<file path="config.mk">
export PLATFORM = sky130hd
export DESIGN_NAME = mhp_port
export DESIGN_NICKNAME = d
export VERILOG_FILES = /design/src/mhp_pkg.sv /design/src/mhp_sync.sv /design/src/mhp_port.sv
export SDC_FILE = /design/constraint.sdc
export NUM_CORES = 1
export LEC_CHECK = 0
export BUFFER_PORTS_ARGS = -buffer_cell sky130_fd_sc_hd__buf_2
export CORE_MARGIN = 4
export CORE_UTILIZATION = 50
export DETAILED_ROUTE_END_ITERATION = 8
export PLACE_DENSITY = 0.72
export SYNTH_ARGS = -nofsm -noshare
export SYNTH_HDL_FRONTEND = slang
export SYNTH_SLANG_ARGS = --single-unit
</file>
<file path="constraint.sdc">
create_clock -name core_clk_in -period 8.87 [get_ports core_clk_in]
set_input_delay 0.887 -clock core_clk_in [delete_from_list [all_inputs] [get_ports core_clk_in]]
set_output_delay 0.887 -clock core_clk_in [all_outputs]
set_load 0.05 [all_outputs]
</file>
<file path="src/mhp_pkg.sv">
// Package: constants and carriers for the multiplexed 16-bit host port
package mhp_pkg;
  localparam int unsigned DATA_W       = 16;
  localparam int unsigned ADDR_W       = 14;
  localparam int unsigned BYTE_W       = 8;
  localparam int unsigned LO_BYTE_POS  = 0;
  localparam int unsigned HI_BYTE_POS  = 8;
  localparam logic [13:0] ADDR_RESET   = 14'h0000;
  localparam logic [15:0] DATA_RESET   = 16'h0000;
  localparam int unsigned SYNC_STAGES  = 3;
  localparam int unsigned CLK_PERIOD_NS = 20;
  // Read access time in ns; data sample cycles derived from it
  localparam int unsigned ACCESS_NS    = 60;
  localparam int unsigned ACCESS_CYC   = (ACCESS_NS + CLK_PERIOD_NS - 1) / CLK_PERIOD_NS;

  typedef enum logic [2:0] {
    MHP_OPT_NONE   = 3'b001,
    MHP_OPT_DUALWR = 3'b010,
    MHP_OPT_BYTSEL = 3'b100
  } mhp_opt_t;

  // Synchronised host control pins
  typedef struct packed {
    logic dev_sel;
    logic addr_latch_strobe;
    logic rd_or_rw;
    logic wr_hi_or_b1;
    logic wr_lo_or_b0;
  } mhp_ctl_t;

  // Request towards the internal memory side
  typedef struct packed {
    logic        wr;
    logic [1:0]  byte_en;
    logic [13:0] addr;
    logic [15:0] data;
  } mhp_req_t;
endpackage : mhp_pkg

</file>
<file path="src/mhp_sync.sv">
// Three-stage synchroniser for host control pins
`timescale 1ns/100ps
`default_nettype none
module mhp_sync
  import mhp_pkg::*;
#(
  parameter int unsigned W = 5
) (
  input  wire logic         core_clk_in,
  input  wire logic         rst_in,
  input  wire logic [W-1:0] async_in,
  output logic      [W-1:0] level_out
);
  logic [W-1:0] s1, s2, s3, lvl;
  logic [W-1:0] next_lvl;

  // **************************************************
  // Agreement filter
  // **************************************************
  genvar g;
  generate
    for (g = 0; g < W; g++) begin : g_bit
      // First stage feeds only the second, so no glitch reaches logic
      always_comb begin
        next_lvl[g] = (s2[g] == s3[g]) ? s3[g] : lvl[g];
      end
    end
  endgenerate

  always_ff @(posedge core_clk_in or posedge rst_in) begin
    if (rst_in) begin
      s1  <= '0;
      s2  <= '0;
      s3  <= '0;
      lvl <= '0;
    end else begin
      s1  <= async_in;
      s2  <= s1;
      s3  <= s2;
      lvl <= next_lvl;
    end
  end

  assign level_out = lvl;
endmodule : mhp_sync
`default_nettype wire

</file>
<file path="src/mhp_port.sv">
// Multiplexed 16-bit host port, dual write strobe and byte select options
// Summary of operation
// RULE1 - Straps 2,3 high, 1 low: dual-write option
// RULE2 - All three straps high: byte-select option
// RULE3 - Sixteen data lines; low fourteen carry address
// RULE4 - Dual-write: float bus when unselected or unread
// RULE5 - Host reads: select, address, latch, release, read
// RULE6 - Drive bus during read strobe, release after
// RULE7 - Every read returns a full sixteen-bit word
// RULE8 - Dual-write: store only strobed bytes
// RULE9 - Host never overlaps read/latch with writes
// RULE10 - Dual-write: latched address kept for repeats
// RULE11 - Select high reads, low writes, under strobes
// RULE12 - Byte-select: float unless selected, read, strobed
// RULE13 - Host never overlaps latch with byte strobes
// RULE14 - Byte-select read drives until both strobes low
// RULE15 - Host byte-select read sequence with released bus
// RULE16 - Byte-select write stores only strobed bytes
// RULE17 - Byte-select: latched address kept for repeats
// RULE18 - Unused device select tied high
// RULE19 - Joined write strobes write whole words
// RULE20 - Address captured on latch strobe falling edge
`timescale 1ns/100ps
`default_nettype none
module mhp_port
  import mhp_pkg::*;
(
  input  wire logic        core_clk_in,
  input  wire logic        rst_in,
  input  wire logic        bus_option_strap_one_in,
  input  wire logic        bus_option_strap_two_in,
  input  wire logic        bus_option_strap_three_in,
  input  wire logic        dev_sel_in,
  input  wire logic        addr_latch_strobe_in,
  input  wire logic        rd_or_rw_in,
  input  wire logic        high_byte_write_strobe_in,
  input  wire logic        low_byte_write_strobe_in,
  input  wire logic [15:0] ad_in,
  output logic      [15:0] ad_out,
  output logic      [15:0] ad_oe_out,
  output logic             mem_req_out,
  output logic             mem_wr_out,
  output logic      [1:0]  mem_byte_en_out,
  output logic      [13:0] mem_addr_out,
  output logic      [15:0] mem_wdata_out,
  input  wire logic [15:0] mem_rdata_in,
  output logic      [2:0]  bus_option_out
);
  // High_byte/low_byte write strobes double as byte_one/byte_zero strobes
  mhp_ctl_t ctl, ctl_d;
  logic [15:0] ad_s1, ad_mid1, ad_mid2, ad_s2;

  mhp_sync #(.W(5)) u_sync (
    .core_clk_in (core_clk_in),
    .rst_in      (rst_in),
    .async_in    ({dev_sel_in, addr_latch_strobe_in, rd_or_rw_in,
                   high_byte_write_strobe_in, low_byte_write_strobe_in}),
    .level_out   (ctl)
  );

  // **************************************************
  // Option strap capture
  // **************************************************
  // Straps are caught once after reset release, never under reset
  mhp_opt_t opt, next_opt;
  logic     strap_done, next_strap_done;

  always_comb begin
    next_opt        = opt;
    next_strap_done = 1'b1;
    if (!strap_done) begin
      if (bus_option_strap_two_in && bus_option_strap_three_in)
        next_opt = bus_option_strap_one_in ? MHP_OPT_BYTSEL : MHP_OPT_DUALWR; // [RULE1] [RULE2]
      else
        next_opt = MHP_OPT_NONE;
    end
  end

  always_ff @(posedge core_clk_in or posedge rst_in) begin
    if (rst_in) begin
      opt        <= MHP_OPT_NONE;
      strap_done <= 1'b0;
    end else begin
      opt        <= next_opt;
      strap_done <= next_strap_done;
    end
  end

  assign bus_option_out = opt;

  // **************************************************
  // Strobe decode
  // **************************************************
  // Bus data delayed to match control synchroniser latency
  always_ff @(posedge core_clk_in or posedge rst_in) begin
    if (rst_in) begin
      ad_s1   <= DATA_RESET;
      ad_mid1 <= DATA_RESET;
      ad_mid2 <= DATA_RESET;
      ad_s2   <= DATA_RESET;
      ctl_d   <= '0;
    end else begin
      // Four stages, as three sync flops plus the filter register
      ad_s1   <= ad_in;
      ad_mid1 <= ad_s1;
      ad_mid2 <= ad_mid1;
      ad_s2   <= ad_mid2;
      ctl_d   <= ctl;
    end
  end

  logic any_wr, read_act, wr_fall;
  logic [1:0] wr_en_now;

  always_comb begin
    any_wr    = 1'b0;
    read_act  = 1'b0;
    wr_en_now = 2'b00;
    unique case (opt)
      MHP_OPT_DUALWR: begin
        read_act  = ctl.dev_sel && ctl.rd_or_rw;                        // [RULE4] [RULE6]
        wr_en_now = {ctl.wr_hi_or_b1, ctl.wr_lo_or_b0};                 // [RULE8]
        any_wr    = ctl.dev_sel && (wr_en_now != 2'b00);
      end
      MHP_OPT_BYTSEL: begin
        read_act  = ctl.dev_sel && ctl.rd_or_rw
                    && (ctl.wr_hi_or_b1 || ctl.wr_lo_or_b0);            // [RULE11] [RULE12] [RULE14]
        wr_en_now = ctl.rd_or_rw ? 2'b00 : {ctl.wr_hi_or_b1, ctl.wr_lo_or_b0}; // [RULE11] [RULE16]
        any_wr    = ctl.dev_sel && (wr_en_now != 2'b00);
      end
      default: begin
        read_act  = 1'b0;
      end
    endcase
  end

  // Write commits on strobe release so data is settled; bytes accumulate
  logic [1:0] wr_bytes, next_wr_bytes;
  assign wr_fall = (wr_bytes != 2'b00) && !any_wr;

  always_comb begin
    next_wr_bytes = any_wr ? (wr_bytes | wr_en_now) : 2'b00;
  end

  // **************************************************
  // Address latch and request
  // **************************************************
  logic [13:0] addr, next_addr;
  logic [15:0] wdata, next_wdata;
  logic        req, next_req, wr, next_wr;
  logic [1:0]  ben, next_ben;
  logic        rd_prev, next_rd_prev;

  always_comb begin
    next_addr    = addr;
    next_wdata   = wdata;
    next_req     = 1'b0;
    next_wr      = wr;
    next_ben     = ben;
    next_rd_prev = read_act;
    // Capture on falling edge; held for repeated strobes
    if (ctl_d.addr_latch_strobe && !ctl.addr_latch_strobe && ctl.dev_sel)
      next_addr = ad_s2[ADDR_W-1:0];                                    // [RULE3] [RULE20] [RULE10] [RULE17]
    if (any_wr) begin
      if (wr_en_now[0])
        next_wdata[LO_BYTE_POS +: BYTE_W] = ad_s2[LO_BYTE_POS +: BYTE_W]; // [RULE8] [RULE16]
      if (wr_en_now[1])
        next_wdata[HI_BYTE_POS +: BYTE_W] = ad_s2[HI_BYTE_POS +: BYTE_W];
    end
    if (wr_fall) begin
      next_req = 1'b1;
      next_wr  = 1'b1;
      next_ben = wr_bytes;                                              // [RULE8] [RULE19]
    end else if (read_act && !rd_prev) begin
      next_req = 1'b1;
      next_wr  = 1'b0;
      next_ben = 2'b11;                                                 // [RULE7]
    end
  end

  always_ff @(posedge core_clk_in or posedge rst_in) begin
    if (rst_in) begin
      addr     <= ADDR_RESET;
      wdata    <= DATA_RESET;
      req      <= 1'b0;
      wr       <= 1'b0;
      ben      <= 2'b00;
      rd_prev  <= 1'b0;
      wr_bytes <= 2'b00;
    end else begin
      addr     <= next_addr;
      wdata    <= next_wdata;
      req      <= next_req;
      wr       <= next_wr;
      ben      <= next_ben;
      rd_prev  <= next_rd_prev;
      wr_bytes <= next_wr_bytes;
    end
  end

  assign mem_req_out     = req;
  assign mem_wr_out      = wr;
  assign mem_byte_en_out = ben;
  assign mem_addr_out    = addr;
  assign mem_wdata_out   = wdata;

  // **************************************************
  // Read data drive
  // **************************************************
  // Data is indeterminate until the access time elapses; we show zero
  logic [15:0] rdata, next_rdata;
  logic [2:0]  acc_cnt, next_acc_cnt;
  logic        oe, next_oe;

  always_comb begin
    next_oe      = read_act;                                            // [RULE4] [RULE6] [RULE12] [RULE14]
    next_rdata   = rdata;
    next_acc_cnt = acc_cnt;
    if (!read_act) begin
      next_acc_cnt = 3'd0;
      next_rdata   = DATA_RESET;
    end else if (acc_cnt < 3'(ACCESS_CYC)) begin
      next_acc_cnt = acc_cnt + 3'd1;
    end else begin
      next_rdata   = mem_rdata_in;                                      // [RULE7]
    end
  end

  always_ff @(posedge core_clk_in or posedge rst_in) begin
    if (rst_in) begin
      rdata   <= DATA_RESET;
      acc_cnt <= 3'd0;
      oe      <= 1'b0;
    end else begin
      rdata   <= next_rdata;
      acc_cnt <= next_acc_cnt;
      oe      <= next_oe;
    end
  end

  assign ad_out    = rdata;
  assign ad_oe_out = {DATA_W{oe}};
endmodule : mhp_port
`default_nettype wire

</file>
==> flow_summary.ini, run 1 <==
[yosys]
synth.cell_area_um2 = 4711
ys_types = 31
synth_top_area_share_pct = 76.49
ys_warn_count = 0
synth_nets = 310
synthCells = 267
ys_seq_area_share_pct = 77.05
syn_area_per_cell_um2 = 17.64
synth_seq_cells = 145
synth_largest_area_cell = dfrtp_1
synth.area.top_cells = dfrtp_1 76%, mux2_4 5.1%, mux2_2 3.6%, a22o_1 3.3%, buf_4 2.7%

[placed_design]
portBuffers = 110
dp_cells = 470
post_dp_cell_area_um2 = 5270
gp_congestion = 0.7069
hpwl_mm = 5.125

[power_and_ir_drop]
ir_worst_vdd_uv = 164.0
leakagePower_nw = 3.006
power_density_nw_per_um2 = 301.9

[cells_and_area]
final_area_um2 = 5851
final_nets = 421
area.growth.synth_to_final_pct = 24.20
final_layout_size_suffix_gt1_share_pct = 46.55
post-route-util_pct = 63.62
antenna_cells = 0
final_cell_mix = 144 x dfrtp_1, 110 x buf_2, 18 x a22o_1
stdcell_count = 502
layout_commonest_cell = dfrtp_1

[worst_setup_path]
rr_startpoint = acc_cnt[1]$_DFFE_PP0P_
regToRegSetupSlack_ps = 7090
required_ps = 7980
worst_ep_arrival_time_ps = 1380
path_depth = 1
critPathMaxStageDelay_ps = 540
worstReg2RegEnd = ad_out[7]$_DFFE_PP0P_
startpoint = oe$_DFF_PP0_
critPathBufInv = 1
crit_chain = buf_2
slowest_stage = dfrtp_1
crit_fanout = 17
crit_family = flip-flops
crit_path_end_kind = primary output
worstSetupPathType = flop to primary output
start_kind = flop
crit_end = ad_oe_out[10]
reg2reg_depth = 3

[clocking]
cts_max_path_buffers = 2
postCtsSetupRepairBufs = 0
hold_buffers = 0
cts-buffers-inserted = 17
tritoncts = built
cts-root-buf = clkbuf_8
cts.repair.resized = 0
cts_htree_levels = 4
clk_latency_ps = 500
clkTransAtPathRegs_ps = 60
cts_sinks = 145

[floorplan]
rows = 35
initial_core_util_pct = 51.22
die_w_um = 105.1
dieHeight_um = 105.1
coreArea_um2 = 9196
io-pin-count = 111
fp.dieArea_um2 = 11040

[route]
drcViolationCount = 0
wire_per_inst_um = 14.98
drt-initial-drc-count = 95
drt_wl_total_mm = 7.519
viasPerCell = 4.761
routed-via-count = 2390
drtPass1Iterations = 4
postRouteAntennaNets = 0

[sta]
hold_slack_ps = 342.7
drv_slew = 0
fin_skew_ps = 8.554
setup_violations = 0
fin_tns_setup_ps = 0
rsz0062_at_grt = false
tightest_slew_ps = 845.0
relSlewSlack_pct = 43.67
fmax_mhz = 442.0
period_share_pct = 25.51
fin_crit_ps = 2263
hold_violations = 0

[outcome]
status = complete, no violations

[global_route]
grt_pass1_wl_mm = 12.56
grt_pass1_vias = 2564
grt-ovfl-total = 0
grt_start_max_net_pins = 74
antenna_found_initial = 0
grtUsageTotal_pct = 14.85

[hold_path]
hold_class = flop to flop

[job]
maxCapViolCount = 0
[area by class of cell]
class                           instances  area, um^2
Clock buffer                           19       431.7
Sequential cell                       145        3630
Tap cell                              111       138.9
Timing Repair Buffer                  111       558.0
Multi-Input combinational cell         99       923.4
Clock inverter                         13       148.9
Inverter                                4       20.02
Fill cell                             691        3346
[worst min-delay path by stage]
stage          cells after the start  slack (ps)                    from                endpoint
2_1_floorplan                      0         330      ad_s1[0]$_DFF_PP0_    ad_mid1[0]$_DFF_PP0_
3_3_place_gp                       0         330   ad_mid2[13]$_DFF_PP0_     ad_s2[13]$_DFF_PP0_
3_5_place_dp                       0         330      ad_s1[2]$_DFF_PP0_    ad_mid1[2]$_DFF_PP0_
4_1_cts                            0         350    ad_mid1[2]$_DFF_PP0_    ad_mid2[2]$_DFF_PP0_
5_1_grt                            0         350    ad_mid1[2]$_DFF_PP0_    ad_mid2[2]$_DFF_PP0_
6_report                           0         340  u_sync.s1[2]$_DFF_PP0_  u_sync.s2[2]$_DFF_PP0_
[synthesized netlist by cell type (all sizes together)]
cell type  count
a21bo          1
a21oi          7
a22o          18
buf           18
clkbuf         1
conb           1
dfrtp        144
dfstp          1
ha             1
inv            4
maj3           5
mux2          31
mux2i          2
nand2         11
nand2b         3
nand3          2
nand3b         1
nor2           6
nor2b          1
nor3           1
nor3b          2
o21a           1
o21ai          2
o31ai          1
or3b           1
xnor2          1
[per-stage QoR]
| step | setup slack, ps | power [W] |
|---|---|---|
| 3_5_place_dp | 6446 | 0.001097 |
| 4_1_cts | 6556 | 0.001790 |
| 6_report | 6607 | 0.001766 |
| 5_1_grt | 6483 | 0.001840 |
| 3_3_place_gp | 6513 | 0.001089 |
| 2_1_floorplan | 4090 | 0.001015 |
[cells by family (layout without fill, tap and decap cells)]
family	count (synthesis)	after routing	share of synthesized area, %
AO/OA/AOI/OAI	30	30	5.232
XOR/XNOR	1	1	0.1860
adder cells (fa/ha/maj)	6	6	1.328
buffers and inverters	23	147	3.346
flip-flops	145	145	77.05
multiplexers	33	33	9.110
other	1	1	0.07960
AND/OR/NAND/NOR	28	28	3.666
[metal layers]
metal / share of wire (%) / GRT usage [%] / up-vias
met5: 0 / 0 / -
met4: 1.8 / 7.873 / 0
met3: 4.9 / 4.818 / 10
met2: 49 / 22.87 / 67
met1: 44 / 18.77 / 1194
li1: - / - / 1119
[where the power goes]
group | internal (W) | leakage [nW] | switching (W)
Sequential | 0.000730 | 1.78 | 0.0000371
Combinational | 0.0000879 | 0.948 | 0.000226
Clock | 0.000413 | 0.282 | 0.000272
[sequential cells by signal, summed over array words and instances, names as in the netlist, 2 cells and up]
name	count
ad_mid1	16
ad_mid2	16
ad_out	16
ad_s1	16
ad_s2	16
mem_wdata_out	16
mem_addr_out	14
u_sync.level_out	5
u_sync.s1	5
u_sync.s2	5
u_sync.s3	5
acc_cnt	3
bus_option_out	3
mem_byte_en_out	2
wr_bytes	2
Power figures use the tool's default switching activity.
==> run 2, diff against run 1 <==
clock period = 2.1 ns   (was 8.87 ns; I/O delays follow)
==> run 2 against run 1 <==
Net effect: hold slack got worse by 280 ps; sequential share of layout area fell by 4.7 points; clock power rose to 4.3 times the previous value; global-route usage rose by 1.3 points; register-to-register slack got worse by 6700 ps; combinational power rose to 4.5 times the previous value; cell count rose by 9.0%; critical path depth rose by 3; count of clock-buffer cells in the layout rose by 1; sequential power rose to 4.2 times the previous value; critical path type is now flop to flop.
==> flow_summary.ini, run 2 (same netlist as run 1, synthesis figures left out) <==
[sta]
fin_crit_ps = 1741
drv_slew = 0
fin_tns_setup_ps = 0
rsz0062_at_grt = false
fmax_mhz = 574.4
setup_violations = 0
relSlewSlack_pct = 56.63
tightest_slew_ps = 648.4
hold_violations = 0
period_share_pct = 82.90
fin_skew_ps = 5.811

[cells_and_area]
final_nets = 466
fillers = 632
final_cell_mix = 144 x dfrtp_1, 110 x buf_2, 42 x dlygate4sd3_1
final_layout_size_suffix_gt1_share_pct = 42.43
area.growth.synth_to_final_pct = 34.32
layout_commonest_cell = dfrtp_1
antenna_cells = 0
stdcell_count = 547

[floorplan]
fp.dieArea_um2 = 11040
io-pin-count = 111
coreArea_um2 = 9196
rows = 35
initial_core_util_pct = 51.22
die_w_um = 105.1
dieHeight_um = 105.1

[global_route]
grt-ovfl-total = 0
grt_pass1_wl_mm = 13.81
grt_start_max_net_pins = 75
grtUsageTotal_pct = 16.20
grt_pass1_vias = 2766
antenna_found_initial = 0

[clocking]
cts_htree_levels = 4
tritoncts = built
clkTransAtPathRegs_ps = 60
clk_latency_ps = 510
cts_max_path_buffers = 2
cts-buffers-inserted = 17
cts_sinks = 145
cts.repair.resized = 0
cts-root-buf = clkbuf_8

[hold_path]
hold_class = primary input to flop
whs_path_depth = 3

[placed_design]
hpwl_mm = 5.051
dp_cells = 473
gp_congestion = 0.7226
portBuffers = 110

[worst_setup_path]
required_ps = 2540
worstSetupPathType = flop to flop
reg2reg_depth = 4
crit_path_end_kind = flop
start_kind = flop
crit_fanout = 17
worst_ep_arrival_time_ps = 2180

[power_and_ir_drop]
p_comb_share_pct = 18.5
switching_share_pct = 30.01
p_seq_share_pct = 42.7
p_clk_share_pct = 38.7
power_density_nw_per_um2 = 1196
p_switching_w = 0.002271
p_int_w = 0.005295
p_total_w = 0.007565
leakagePower_nw = 3.208
ir_worst_vdd_uv = 695.0

[route]
drt_wl_total_mm = 8.034
routed-via-count = 2593
viasPerCell = 4.740
wire_per_inst_um = 14.69
drt-initial-drc-count = 118
drtPass1Iterations = 4
drcViolationCount = 0
postRouteAntennaNets = 0

[outcome]
status = complete, no violations

[job]
maxCapViolCount = 0
## run 2: path summary, 6_finish.rpt
check	from	endpoint	slack [ps]
max reg2reg	u_sync.level_out[4]$_DFFE_PP0N_	ad_out[7]$_DFFE_PP0P_	360
min in group asynchronous	rst_in	ad_mid1[8]$_DFF_PP0_	370
min reg2reg	ad_mid1[2]$_DFF_PP0_	ad_mid2[2]$_DFF_PP0_	340
min	bus_option_strap_two_in	bus_option_out[0]$_DFFE_PP1N_	60
max	u_sync.level_out[4]$_DFFE_PP0N_	ad_out[7]$_DFFE_PP0P_	360
max in group asynchronous	rst_in	bus_option_out[0]$_DFFE_PP1N_	1380
## run 2: power by group through the flow
stage	clock network, W	logic (W)	registers (W)
5_1_grt	0.00314	0.00147	0.00327
2_1_floorplan	0	0.000332	0.00395
6_report	0.00293	0.00140	0.00323
3_5_place_dp	0	0.00135	0.00328
3_3_place_gp	0	0.00133	0.00328
4_1_cts	0.00300	0.00142	0.00324
## run 2: metrics by stage
step	util, %	hold slack, ps	area [um^2]	worst slack [ps]
global route	68.80	71.28	6327	207.3
CTS	68.80	48.96	6327	375.6
finish	68.80	64.39	6327	359.0
floorplan	-	241.4	4715	71.78
detailed placement	57.81	319.3	5316	389.1
global placement	57.81	317.9	5316	437.3
## run 2: critical path, stage by stage (launching register included)
cell and delay [ps]:
dfrtp_1 400, nor2b_1 260, nand2_1 190, nor3_4 590, a22o_1 240
## run 2: final cells by class
type | instances | area [um^2] | share of cell area, %
clock inverters | 12 | 145.1 | 2.294
clock buffers | 20 | 445.4 | 7.040
well taps | 111 | 138.9 | 2.195
flip-flops and latches | 145 | 3630 | 57.37
multi-input cells | 99 | 923.4 | 14.59
repair buffers | 156 | 1026 | 16.22
inverters | 4 | 18.77 | 0.2966
## run 2: metal layers
metal | up-vias | GRT usage [%] | wire [um]
met3 | 19 | 4.509 | 406
met2 | 76 | 26.17 | 4070
met5 | - | 0 | 0
met1 | 1286 | 20.34 | 3371
met4 | 0 | 7.591 | 185
li1 | 1212 | - | -
## run 2: what timing repair did
action | 4_1_cts | 5_1_grt
buffers inserted | 0 | 0
hold buffers | 42 | 0
endpoints found under the hold margin | 183 | 0
